===== src/shared/pin_mux_pkg.sv =====
// Behaviour
// - port C control clears on reset and standby
// - registers clear on hardware standby
// - reserved bits read zero, ignore writes
// - C4 selects general I/O or interrupt
// - C3 selects general I/O or serial2 receive
// - C2 selects general I/O or serial2 transmit
// - C1 selects general I/O or serial1 receive
// - C0 selects general I/O or serial1 transmit
// - D direction bits 13..0 map pins
// - D direction one output, zero input
// - D direction only in GPIO/timer function
// - D direction clears on non-watchdog reset
// - both D control registers clear on reset
// - high register pins 13..8, low 7..0
// - D13 field selects GPIO, pulse6, CAN
// - D12 selects GPIO or pulse output 4
// - D11 selects GPIO or pulse output 3
// - D10 selects GPIO or pulse output 2
// - D9 selects GPIO or pulse output 1
// - D8 selects GPIO or pulse output 0
// - C direction active in general I/O
`default_nettype none
package pin_mux_pkg;
   localparam logic [2:0] ADDR_PORT_C_DIRECTION = 3'h0;
   localparam logic [2:0] ADDR_PORT_C_FUNCTION_CONTROL = 3'h1;
   localparam logic [2:0] ADDR_PORT_D_DIRECTION = 3'h2;
   localparam logic [2:0] ADDR_PORT_D_FUNCTION_CONTROL_HIGH = 3'h3;
   localparam logic [2:0] ADDR_PORT_D_FUNCTION_CONTROL_LOW = 3'h4;
   localparam logic [15:0] RESET_VALUE = 16'h0000;
   localparam logic [15:0] MASK_PORT_C_DIRECTION = 16'h001f;
   localparam logic [15:0] MASK_PORT_C_FUNCTION_CONTROL = 16'h0155;
   localparam logic [15:0] MASK_PORT_D_DIRECTION = 16'h3fff;
   localparam logic [15:0] MASK_PORT_D_FUNCTION_CONTROL_HIGH = 16'h0d55;
   localparam logic [15:0] MASK_PORT_D_FUNCTION_CONTROL_LOW = 16'h5555;
   localparam int POS_C4 = 8;
   localparam int POS_C3 = 6;
   localparam int POS_C2 = 4;
   localparam int POS_C1 = 2;
   localparam int POS_C0 = 0;
   localparam int POS_D13_HI = 11;
   localparam int POS_D13_LO = 10;
   localparam int POS_D12 = 8;
   localparam int POS_D11 = 6;
   localparam int POS_D10 = 4;
   localparam int POS_D9 = 2;
   localparam int POS_D8 = 0;
   localparam int PORT_C_PINS = 5;
   localparam int PORT_D_PINS = 14;
   localparam int PORT_D_HIGH_PINS = 6;
   localparam int PORT_D_LOW_PINS = 8;
   typedef enum logic [1:0] {
      D13_GPIO = 2'b00,
      D13_PULSE6 = 2'b01,
      D13_CAN = 2'b10,
      D13_RESERVED = 2'b11
   } d13_function_t;
endpackage
`default_nettype wire


===== src/port_c_d_pin_function_select.sv =====
`timescale 1ns/10ps
`default_nettype none
module port_c_d_pin_function_select
(
   // clock and reset
   input wire logic clk,
   input wire logic rst_b,
   // hardware standby clears registers
   input wire logic hw_standby,
   // register port
   input wire logic [2:0] addr,
   input wire logic [15:0] wdata,
   input wire logic wr,
   input wire logic rd,
   output logic [15:0] rdata,
   // port C gpio side
   input wire logic [4:0] port_c_gpio_out,
   output logic [4:0] port_c_gpio_in,
   // port C pads
   input wire logic [4:0] port_c_pad_in,
   output logic [4:0] port_c_pad_out,
   output logic [4:0] port_c_pad_oe,
   // port C peripherals
   output logic external_interrupt_in_0,
   output logic serial1_receive_in,
   output logic serial2_receive_in,
   input wire logic serial1_transmit_out,
   input wire logic serial2_transmit_out,
   // port D gpio side
   input wire logic [13:0] port_d_gpio_out,
   output logic [13:0] port_d_gpio_in,
   // port D timer io, pins 7..0
   input wire logic [7:0] timer_io_out,
   output logic [7:0] timer_io_in,
   // port D pulse and can outputs
   input wire logic [6:0] pulse_ctrl_out,
   input wire logic can_transmit_out,
   // port D pads
   input wire logic [13:0] port_d_pad_in,
   output logic [13:0] port_d_pad_out,
   output logic [13:0] port_d_pad_oe
);
   logic [15:0] port_c_direction;
   logic [15:0] port_c_function_control;
   logic [15:0] port_d_direction;
   logic [15:0] port_d_function_control_high;
   logic [15:0] port_d_function_control_low;
   logic [15:0] next_rdata;
   logic [15:0] c_func_store;
   logic [15:0] dh_func_store;
   logic [4:0] c_sel;
   logic [13:0] d_sel;
   logic [13:0] d_periph_out;
   logic [1:0] pin_d13_function_sel;
   wire wr_c_dir = wr && (addr == pin_mux_pkg::ADDR_PORT_C_DIRECTION);
   wire wr_c_func = wr && (addr == pin_mux_pkg::ADDR_PORT_C_FUNCTION_CONTROL);
   wire wr_d_dir = wr && (addr == pin_mux_pkg::ADDR_PORT_D_DIRECTION);
   wire wr_d_hi = wr && (addr == pin_mux_pkg::ADDR_PORT_D_FUNCTION_CONTROL_HIGH);
   wire wr_d_lo = wr && (addr == pin_mux_pkg::ADDR_PORT_D_FUNCTION_CONTROL_LOW);

   assign c_func_store = wdata & pin_mux_pkg::MASK_PORT_C_FUNCTION_CONTROL;
   assign dh_func_store = wdata & pin_mux_pkg::MASK_PORT_D_FUNCTION_CONTROL_HIGH;

   always_ff @(posedge clk or negedge rst_b)
   begin
      if (!rst_b)
         port_c_function_control <= pin_mux_pkg::RESET_VALUE;
      else if (hw_standby)
         port_c_function_control <= pin_mux_pkg::RESET_VALUE;
      else if (wr_c_func)
         port_c_function_control <= c_func_store;
   end

   always_ff @(posedge clk or negedge rst_b)
   begin
      if (!rst_b)
         port_c_direction <= pin_mux_pkg::RESET_VALUE;
      else if (hw_standby)
         port_c_direction <= pin_mux_pkg::RESET_VALUE;
      else if (wr_c_dir)
         port_c_direction <= wdata & pin_mux_pkg::MASK_PORT_C_DIRECTION;
   end

   always_ff @(posedge clk or negedge rst_b)
   begin
      if (!rst_b)
         port_d_direction <= pin_mux_pkg::RESET_VALUE;
      else if (hw_standby)
         port_d_direction <= pin_mux_pkg::RESET_VALUE;
      else if (wr_d_dir)
         port_d_direction <= wdata & pin_mux_pkg::MASK_PORT_D_DIRECTION;
   end

   always_ff @(posedge clk or negedge rst_b)
   begin
      if (!rst_b)
      begin
         port_d_function_control_high <= pin_mux_pkg::RESET_VALUE;
         port_d_function_control_low <= pin_mux_pkg::RESET_VALUE;
      end
      else if (hw_standby)
      begin
         port_d_function_control_high <= pin_mux_pkg::RESET_VALUE;
         port_d_function_control_low <= pin_mux_pkg::RESET_VALUE;
      end
      else
      begin
         if (wr_d_hi)
            port_d_function_control_high <= dh_func_store;
         if (wr_d_lo)
            port_d_function_control_low <=
               wdata & pin_mux_pkg::MASK_PORT_D_FUNCTION_CONTROL_LOW;
      end
   end

   // read mux, unmapped reads zero
   always_comb
   begin
      next_rdata = 16'h0000;
      if (rd)
      begin
         unique case (addr)
            pin_mux_pkg::ADDR_PORT_C_DIRECTION: next_rdata = port_c_direction;
            pin_mux_pkg::ADDR_PORT_C_FUNCTION_CONTROL: next_rdata = port_c_function_control;
            pin_mux_pkg::ADDR_PORT_D_DIRECTION: next_rdata = port_d_direction;
            pin_mux_pkg::ADDR_PORT_D_FUNCTION_CONTROL_HIGH:
               next_rdata = port_d_function_control_high;
            pin_mux_pkg::ADDR_PORT_D_FUNCTION_CONTROL_LOW:
               next_rdata = port_d_function_control_low;
            default: next_rdata = 16'h0000;
         endcase
      end
   end

   always_ff @(posedge clk or negedge rst_b)
   begin
      if (!rst_b)
         rdata <= 16'h0000;
      else
         rdata <= next_rdata;
   end

   // port C function selects
   // C4 interrupt select
   assign c_sel[4] = port_c_function_control[pin_mux_pkg::POS_C4];
   assign c_sel[3] = port_c_function_control[pin_mux_pkg::POS_C3];
   assign c_sel[2] = port_c_function_control[pin_mux_pkg::POS_C2];
   assign c_sel[1] = port_c_function_control[pin_mux_pkg::POS_C1];
   assign c_sel[0] = port_c_function_control[pin_mux_pkg::POS_C0];

   // peripheral inputs from pads, idle high
   assign external_interrupt_in_0 = c_sel[4] ? port_c_pad_in[4] : 1'b1;
   assign serial2_receive_in = c_sel[3] ? port_c_pad_in[3] : 1'b1;
   assign serial1_receive_in = c_sel[1] ? port_c_pad_in[1] : 1'b1;

   genvar i;
   generate
      for (i = 0; i < pin_mux_pkg::PORT_C_PINS; i++)
      begin : g_port_c
         logic is_tx;
         logic tx_val;
         assign is_tx = (i == 0) || (i == 2);
         assign tx_val = (i == 0) ? serial1_transmit_out : serial2_transmit_out;
         assign port_c_gpio_in[i] = port_c_pad_in[i];
         assign port_c_pad_oe[i] = c_sel[i] ? is_tx : port_c_direction[i];
         assign port_c_pad_out[i] = (c_sel[i] && is_tx) ? tx_val : port_c_gpio_out[i];
      end
   endgenerate

   assign pin_d13_function_sel =
      port_d_function_control_high[pin_mux_pkg::POS_D13_HI:pin_mux_pkg::POS_D13_LO];
   assign d_sel[13] = (pin_d13_function_sel != pin_mux_pkg::D13_GPIO);
   // reserved code treated as can output
   assign d_periph_out[13] = (pin_d13_function_sel == pin_mux_pkg::D13_PULSE6) ?
      pulse_ctrl_out[6] : can_transmit_out;
   assign d_sel[12] = port_d_function_control_high[pin_mux_pkg::POS_D12];
   assign d_periph_out[12] = pulse_ctrl_out[4];
   assign d_sel[11] = port_d_function_control_high[pin_mux_pkg::POS_D11];
   assign d_periph_out[11] = pulse_ctrl_out[3];
   assign d_sel[10] = port_d_function_control_high[pin_mux_pkg::POS_D10];
   assign d_periph_out[10] = pulse_ctrl_out[2];
   assign d_sel[9] = port_d_function_control_high[pin_mux_pkg::POS_D9];
   assign d_periph_out[9] = pulse_ctrl_out[1];
   assign d_sel[8] = port_d_function_control_high[pin_mux_pkg::POS_D8];
   assign d_periph_out[8] = pulse_ctrl_out[0];

   generate
      for (i = 0; i < pin_mux_pkg::PORT_D_PINS; i++)
      begin : g_port_d
         assign port_d_gpio_in[i] = port_d_pad_in[i];
         if (i < pin_mux_pkg::PORT_D_LOW_PINS)
         begin : g_low
            assign d_sel[i] = port_d_function_control_low[2 * i];
            assign d_periph_out[i] = timer_io_out[i];
            assign timer_io_in[i] = d_sel[i] ? port_d_pad_in[i] : 1'b0;
            assign port_d_pad_oe[i] = port_d_direction[i];
         end
         else
         begin : g_high
            assign port_d_pad_oe[i] = d_sel[i] ? 1'b1 : port_d_direction[i];
         end
         assign port_d_pad_out[i] = d_sel[i] ? d_periph_out[i] : port_d_gpio_out[i];
      end
   endgenerate
endmodule // port_c_d_pin_function_select
`default_nettype wire


===== config.mk =====
export PLATFORM = sky130hd
export DESIGN_NAME = port_c_d_pin_function_select
export DESIGN_NICKNAME = d
export VERILOG_FILES = /design/src/shared/pin_mux_pkg.sv /design/src/port_c_d_pin_function_select.sv
export SDC_FILE = /design/constraint.sdc
export NUM_CORES = 1
export LEC_CHECK = 0
export BUFFER_PORTS_ARGS = -buffer_cell sky130_fd_sc_hd__clkbuf_2
export CAP_MARGIN = 10
export CORE_UTILIZATION = 46
export CTS_BUF_LIST = sky130_fd_sc_hd__clkbuf_4
export CTS_CLUSTER_SIZE = 20
export DETAILED_ROUTE_END_ITERATION = 10
export GPL_TIMING_DRIVEN = 0
export PLACE_DENSITY = 0.83
export SKIP_LAST_GASP = 1
export SLEW_MARGIN = 10
export SYNTH_ARGS = -nofsm -noshare
export SYNTH_HDL_FRONTEND = slang
export SYNTH_SLANG_ARGS = --single-unit

===== constraint.sdc =====
create_clock -name clk -period 1.26 [get_ports clk]
set_input_delay 0.063 -clock clk [delete_from_list [all_inputs] [get_ports clk]]
set_output_delay 0.063 -clock clk [all_outputs]
set_load 0.05 [all_outputs]

* Yosys cells after proc, flatten, opt, wreduce, memory -nomap -nowiden
Cells that the tools add are included.
** Operators by class
- Add/sub/neg operators :: 0
- $mul :: 0
- Div/mod/pow operators :: 0
- Magnitude comparators :: 0
- Eq/ne operators :: 5
- Shift-type cells :: 0
- Multiplexer cells :: 51
- Bitwise operators :: 0
- Reductions and logical operators :: 12
** Operators by type and width (count)
- two-way mux 16 bit :: 11
- one-hot mux 16 bit (5 select lines) :: 1
- two-way mux 1 bit :: 39
- nonzero test 2 bit :: 6
- equality test 3 x 2 -> 1 bit, second input constant :: 2
- logical AND 1 bit :: 5
- equality test 3 x 1 -> 1 bit, second input constant :: 1
- equality test 3 bit, second input constant :: 1
- zero test 3 bit :: 1
- equality test 2 x 1 -> 1 bit, second input constant :: 1
** Word-level totals
- Flip-flop bits (word level) :: 96
- Bits in latches :: 0
- RAM bits :: 0
- Memory bits (read-only) :: 0
- Bits of input ports :: 80
- Output and inout bits :: 84
- Memories :: 0

* Logic depth before layout (Yosys ltp)
Gate-level depths: netlist (run 1).
- Word-level depth :: 4
- Gate-level depth with buffers :: 5

* Worst setup path after synthesis (run 1)
No wires, ideal clock.
- Path kind :: register to output
- From :: register port_d_function_control_high[10]
- To :: output port_d_pad_out[13]
- Arrival time :: 1.594 ns
- Required time :: 1.197 ns
- Path slack :: -0.397 ns
- Stages on the path, launching flop included :: 3
- Path buffers :: 0
- Cell sequence :: dfrtp_1 mux2i_1 o21ai_0
** On the way
- Cells in the longest elaborated chain, start to end :: 3
- Elaborated cells between the ends (all ways) :: 4
** RTL lines
- from (decl) :: line port_c_d_pin_function_select.sv:46 : logic [15:0] port_d_function_control_high;
- from (signal assigned) :: line port_c_d_pin_function_select.sv:98 : port_d_function_control_high <= pin_mux_pkg::RESET_VALUE;
- from (signal assigned) :: line port_c_d_pin_function_select.sv:103 : port_d_function_control_high <= pin_mux_pkg::RESET_VALUE;
- from (signal assigned) :: line port_c_d_pin_function_select.sv:109 : port_d_function_control_high <= dh_func_store;
- equality test 2 x 1 -> 1 bit :: line port_c_d_pin_function_select.sv:174 : assign d_periph_out[13] = (pin_d13_function_sel == pin_mux_pkg::D13_PULSE6) ?
- two-way mux 1 bit :: line port_c_d_pin_function_select.sv:174
- two-way mux 1 bit * :: line port_c_d_pin_function_select.sv:202 : assign port_d_pad_out[i] = d_sel[i] ? d_periph_out[i] : port_d_gpio_out[i];
- to (decl) :: line port_c_d_pin_function_select.sv:40 : output logic [13:0] port_d_pad_out,
Every way passes the cells marked *; elsewhere a longest branch is shown, timed or not.

* Worst setup path after layout (run 1)
- From :: register port_d_function_control_high[0]
- To :: output port_d_pad_out[8]
** On the way
- Cells in the longest elaborated chain, start to end :: 1
** RTL lines (line)
- two-way mux 1 bit :: port_c_d_pin_function_select.sv:202
No other way between the ends.

==> results of run 1 <==
-- per-stage QoR --
step	std cells	utilization [%]	hold slack [ns]	area (um2)	total power, uW
CTS	560	76.6	0.0937	4640	3790
global route	569	79.3	0.0973	4810	4000
detailed placement	511	62.7	0.198	3800	2700
finish	569	79.3	0.0820	4810	3860
global placement	511	62.7	0.288	3800	2680
floorplan	289	-	-0.233	2970	2420
-- cell usage in the layout, fill, tap and decap left out, drive strengths merged, types with 3 or more instances in the layout --
cell type,n
a21o,3
a21oi,20
a22oi,10
and2,12
and4bb,3
buf,111
clkbuf,121
dfrtp,54
dlygate4sd3,17
mux2,18
mux2i,27
nand2,32
nand2b,3
nand3b,7
nor2,27
nor2b,4
o21ai,3
or2,7
-- routing by layer --
metal / vias up / global-route usage [%] / wire [um]
li1: 1364 / - / -
met1: 1372 / 30.9 / 3310
met2: 170 / 49.2 / 4790
met3: 21 / 5.38 / 878
met4: 0 / 10.5 / 235
met5: - / 0 / 0
-- registers in the layout, summed over array words and instances, names as in the netlist --
name	flops
port_c_function_control	5
rdata	15
port_c_direction	5
port_d_function_control_low	8
port_d_direction	14
port_d_function_control_high	7
-- repair_timing --
item                                    4_1_cts  5_1_grt
endpoints found under the setup margin       35       45
hold endpoints to repair                     87        0
resized for setup                            99       61
hold buffers                                 17        0
setup buffers                                25        9
pin swaps                                     1        4
-- cell type report --
| cell class | count | area, um2 |
|---|---|---|
| timing repair buffer | 198 | 1560 |
| multi-input combinational | 189 | 1410 |
| buffer | 46 | 314 |
| clock inverter | 2 | 33.8 |
| fill | 381 | 1250 |
| tap | 75 | 93.8 |
| clock buffer | 5 | 37.5 |
| sequential | 54 | 1350 |
-- critical path: stages (launching register included) --
cell and delay, ns:
dfrtp_1 0.47, mux2_4 0.35, buf_8 0.16
-- worst paths after layout --
kind | startpoint | end | cells after the start
setup / recovery | port_d_function_control_high[0]$_DFFE_PN0P_ | port_d_pad_out[8] | 2
setup reg to reg | port_d_function_control_high[4]$_DFFE_PN0P_ | rdata[4]$_DFF_PN0_ | 4
min in group asynchronous | rst_b | port_d_function_control_low[2]$_DFFE_PN0P_ | 2
hold / removal | hw_standby | port_c_direction[2]$_DFFE_PN0P_ | 2
max in group asynchronous | rst_b | port_c_function_control[4]$_DFFE_PN0P_ | 2
hold reg to reg | port_d_direction[7]$_DFFE_PN0P_ | rdata[7]$_DFF_PN0_ | 1
-- power by group through the flow --
stage	Combinational [uW]	Sequential [uW]	Clock, uW
3_5_place_dp	880	1820	0
6_report	1130	1790	948
2_1_floorplan	598	1820	0
3_3_place_gp	863	1820	0
5_1_grt	1190	1790	1030
4_1_cts	1060	1780	942
-- cell families (layout without fill, tap and decap cells) --
kind of cell | Yosys count | count (layout) | synth area share [%]
and+or+nand+nor | 107 | 107 | 20.6
DFF | 54 | 54 | 45.6
muxes | 45 | 45 | 16.0
AOI/OAI and AO/OA | 36 | 36 | 7.18
other | 1 | 1 | 0.127
buffers and inverters | 46 | 251 | 10.6
==> metrics.csv, run 1 <==
stage;metric;value;unit
cts;htree_levels;2;
detailed_routing;vias;2927;
placed_design;place_ws;-0.0598;ns
floorplanning;initial_core_util;48.9;%
cts;cts_buffers;5;
outcome;status;finished with violations;
placed_design;gp_congestion;0.810;
detailed_routing;ant_nets;0;
job;maxCapViolCount;0;
synthesis;ys_warn_count;0;
cts;clkSinkCount;54;
floorplanning;dieHeight;82.3;um
synthesis;postSynthCellCount;289;
power;switchingPower;1220;uW
synthesis;synth_edf_count;0;
synthesis;ys.flop_type;dfrtp_1;
power;total_leakage_power;0.00250;uW
power;p_seq_share;46.3;%
timing;fmax;696;MHz
timing;setup_violations;31;
cts;cts.clk_slew.worst_paths;0.16;ns
timing;setup_tns;-2.64;ns
critical_path;cp_data_required_time;1.20;ns
floorplanning;rows;28;
detailed_routing;firstDrtPassIters;4;
grt;grt_max_degree;55;
timing;relSlewSlack;51.0;%
detailed_routing;routedWlPerCell;16.2;um
finish;antennaDiodeCount;0;
cts;cts_tree;built;
cts;cts_buffer_depth;2;
synthesis;ys_seq_area_share;45.6;%
timing;tightestPinTransition;0.735;ns
detailed_routing;drc_errors;0;
placed_design;portBuffers;147;
power;ir_worst_vdd;0.504;mV
timing;layout_setup_ws;-0.177;ns
min_path;hp-class;input port to flip-flop;
synthesis;ys_types;32;
synthesis;synth_top_area_cell;dfrtp_1;
power;internal_power;2640;uW
critical_path;critPathKind;flip-flop to primary output;
synthesis;synth_nets;369;
outcome;violations;setup timing;
critical_path;crit_arrival;1.37;ns
synthesis;synth.most_common_cell;dfrtp_1;
grt;overflow;0;
power;p_per_area;804;mW/mm2
finish;area_growth_syn_to_layout;62.1;%
timing;fin_worst_skew;0.0184;ns
placed_design;post-dp-hpwl;5760;um
grt;grt_pass1_vias;2840;
critical_path;crit_fanout;3;
floorplanning;die_x;82.3;um
timing;finalHoldViolCount;0;
detailed_routing;drt_iter0_drc;157;
floorplanning;coreArea;0.00606;mm2
finish;drive_above_1_share;54.0;%
grt;grt_first_pass_wirelength;13400;um
detailed_routing;vias_per_cell;5.14;
synthesis;synth-async-reset-ratio;100;%
synthesis;synthTopCellsByArea;dfrtp_1, mux2i_1, buf_4;
floorplanning;io_pins;164;
synthesis;avgSynthCellArea;10.3;um2
timing;finalCritPeriodShare;114;%
finish;fin_nets;574;
synthesis;synth_common_cells;dfrtp_1, buf_4, nand2_1;
critical_path;regToRegSetupSlack;0;ns
synthesis;synth_seq_cells;54;
power;power_frac_clock;24.6;%
synthesis;yosysTopAreaCellShare;45.6;%
grt;grt_usage;27.0;%
timing;maxSlewViolCount;0;
cts;clkLatencyLatePin;0.40;ns
synthesis;syn_area;0.00296;mm2
power;comb_power_share;29.2;%
timing;layout_min_cycle_time;1.44;ns
timing;grt_setup_unrepaired;yes;
critical_path;startpoint_type;flip-flop;
detailed_routing;wirelength;9210;um
grt;antenna_found_initial;0;
cts;cts-root-buf;clkbuf_4;
critical_path;critPathCaptureType;primary output;
floorplanning;dieArea;0.00677;mm2
power;switching_share;31.6;%
Power figures use the tool's default switching activity.
==> inputs of run 2 (changes only) <==
--- a/config.mk
+++ b/config.mk
@@ -7,14 +7,14 @@
 export LEC_CHECK = 0
 export BUFFER_PORTS_ARGS = -buffer_cell sky130_fd_sc_hd__clkbuf_2
 export CAP_MARGIN = 10
-export CORE_UTILIZATION = 46
+export CORE_UTILIZATION = 30
 export CTS_BUF_LIST = sky130_fd_sc_hd__clkbuf_4
 export CTS_CLUSTER_SIZE = 20
 export DETAILED_ROUTE_END_ITERATION = 10
 export GPL_TIMING_DRIVEN = 0
-export PLACE_DENSITY = 0.83
+export RECOVER_POWER = 100
 export SKIP_LAST_GASP = 1
-export SLEW_MARGIN = 10
+export SLEW_MARGIN = 20
 export SYNTH_ARGS = -nofsm -noshare
 export SYNTH_HDL_FRONTEND = slang
 export SYNTH_SLANG_ARGS = --single-unit
==> metrics.csv, run 2 (same netlist as run 1, synthesis figures left out) <==
stage;metric;value;unit
timing;grt_setup_unrepaired;yes;
finish;fin_area;0.00476;mm2
floorplanning;dieHeight;101;um
job;maxCapViolCount;0;
detailed_routing;routedWlPerCell;14.7;um
finish;fillerInstances;894;
timing;tightestPinTransition;0.747;ns
grt;grt_max_degree;55;
timing;fin_worst_skew;0.00371;ns
timing;finalCritPeriodShare;111;%
power;power_frac_clock;21.1;%
critical_path;regToRegSetupSlack;0.02;ns
critical_path;rr_endpoint;rdata[2]$_DFF_PN0_;
power;comb_power_share;30.1;%
timing;setup_violations;24;
critical_path;crit_fanout;3;
critical_path;cp_slowest_stage_delay;0.46;ns
grt;grt_first_pass_wirelength;13900;um
floorplanning;initial_core_util;31.5;%
cts;clkSinkCount;54;
power;p_seq_share;48.8;%
placed_design;post-dp-hpwl;6180;um
placed_design;portBuffers;147;
cts;cts_buffers;5;
placed_design;place_ws;-0.121;ns
cts;cts.clk_slew.worst_paths;0.15;ns
power;internal_power;2480;uW
cts;htree_levels;2;
outcome;violations;setup timing;
power;switchingPower;1180;uW
power;ir_worst_vdd;0.382;mV
min_path;hp-class;input port to flip-flop;
finish;drive_above_1_share;48.4;%
critical_path;r2r_cells;4;
finish;mostFrequentLayoutCells;clkbuf_2, buf_4, dfrtp_1;
timing;layout_setup_ws;-0.135;ns
critical_path;cp_data_required_time;1.20;ns
detailed_routing;ant_nets;0;
detailed_routing;wirelength;9060;um
detailed_routing;firstDrtPassIters;4;
finish;area_growth_syn_to_layout;60.6;%
critical_path;crit_path_start;port_d_function_control_high[10]$_DFFE_PN0P_;
critical_path;cp_cell_sequence;or3_4 -> buf_8;
grt;overflow;0;
grt;grt_usage;17.7;%
power;total_power;3660;uW
cts;clkLatencyLatePin;0.37;ns
floorplanning;coreArea;0.00942;mm2
floorplanning;rows;35;
critical_path;crit_arrival;1.33;ns
finish;largest_register_ffs;15;
cts;cts_tree;built;
power;total_leakage_power;0.00236;uW
placed_design;gp_congestion;0.799;
detailed_routing;vias;2814;
power;p_per_area;769;mW/mm2
critical_path;critPathKind;flip-flop to primary output;
finish;fin_nets;566;
critical_path;startpoint_type;flip-flop;
outcome;status;finished with violations;
critical_path;critPathCaptureType;primary output;
floorplanning;io_pins;164;
finish;antennaDiodeCount;0;
detailed_routing;drt_iter0_drc;49;
critical_path;rr_startpoint;port_d_function_control_high[2]$_DFFE_PN0P_;
power;switching_share;32.3;%
critical_path;crit_slowest_cell;dfrtp_1;
detailed_routing;drc_errors;0;
floorplanning;dieArea;0.0103;mm2
timing;relSlewSlack;50.2;%
timing;fmax;717;MHz
grt;grt_pass1_vias;2795;
placed_design;placed_area;0.00387;mm2
grt;antenna_found_initial;0;
floorplanning;die_x;101;um
timing;maxSlewViolCount;0;
finish;largest_register;rdata;
finish;seqCellArea;0.00136;mm2
cts;cts-root-buf;clkbuf_4;
finish;reg_top3;rdata (15), port_d_direction (14), port_d_function_control_low (8);
critical_path;endpoint;port_d_pad_oe[13];
detailed_routing;vias_per_cell;4.58;
timing;finalHoldViolCount;0;
finish;layout_commonest_cell;clkbuf_2;
cts;cts_buffer_depth;2;
finish;multiInputGateArea;0.00141;mm2
timing;layout_min_cycle_time;1.40;ns
run 2: cell count changes in the layout (fill, tap and decap cells not counted), sizes merged:
cell / previous run / this run
buf: 111 / 89
clkbuf: 121 / 137
bufinv: 1 / 0
clkinv: 1 / 0
run 2: per-layer routing:
metal  GRT usage [%]  part of all wire, %  wire length, um
met5               0                    0                0
met4            4.46                 0.88               80
met3            2.76                  4.5              406
met2            31.9                   50             4530
met1            22.0                   45             4030
run 2: what timing repair did:
item / 4_1_cts / 5_1_grt
setup endpoints to repair: 35 / 45
pin swaps: 2 / 5
hold endpoints to repair: 81 / 0
setup buffers: 23 / 3
gates resized for setup: 100 / 57
hold buffers: 17 / 0
run 2: per-stage QoR:
step / util, % / hold slack [ns] / setup TNS [ns] / cells
after floorplan: - / -0.233 / 0 / 289
after global placement: 41.0 / 0.294 / -2.28 / 565
after detailed placement: 41.1 / 0.206 / -1.22 / 565
after CTS: 49.8 / 0.121 / -2.33 / 612
after global routing: 50.6 / 0.138 / -3.01 / 615
final: 50.6 / 0.117 / -1.68 / 615
run 2: cell type report:
| class | instances | area share [%] |
|---|---|---|
| Timing Repair Buffer | 190 | 30.9 |
| Multi-Input combinational cell | 189 | 29.6 |
| Sequential cell | 54 | 28.5 |
| Buffer | 46 | 6.44 |
| Tap cell | 129 | 3.39 |
| Clock buffer | 7 | 1.10 |
run 2: critical path, delay by kind of cell (launching register included):
family        cells  cell delay [ns]
simple gates      1             0.36
flops             1             0.46
buf+inv           1             0.16
run 2: power by group through the flow:
stage                     sequential (uW)  combinational [uW]  clock, uW
after floorplan                      1820                 598          0
after global placement               1820                 873          0
after detailed placement             1820                 887          0
after CTS                            1790                1080        796
after global routing                 1790                1160        870
final                                1790                1100        771
run 2: worst min path at each step:
stage | start | endpoint | slack [ns] | cells after the start
finish | hw_standby | port_c_direction[0]$_DFFE_PN0P_ | 0.12 | 2
global route | hw_standby | port_c_direction[0]$_DFFE_PN0P_ | 0.14 | 2
CTS | hw_standby | port_c_direction[2]$_DFFE_PN0P_ | 0.12 | 2
detailed placement | rst_b | rdata[5]$_DFF_PN0_ | 0.21 | 1
global placement | wdata[7] | port_d_direction[7]$_DFFE_PN0P_ | 0.29 | 3
floorplan | rst_b | port_c_direction[0]$_DFFE_PN0P_ | -0.23 | 0
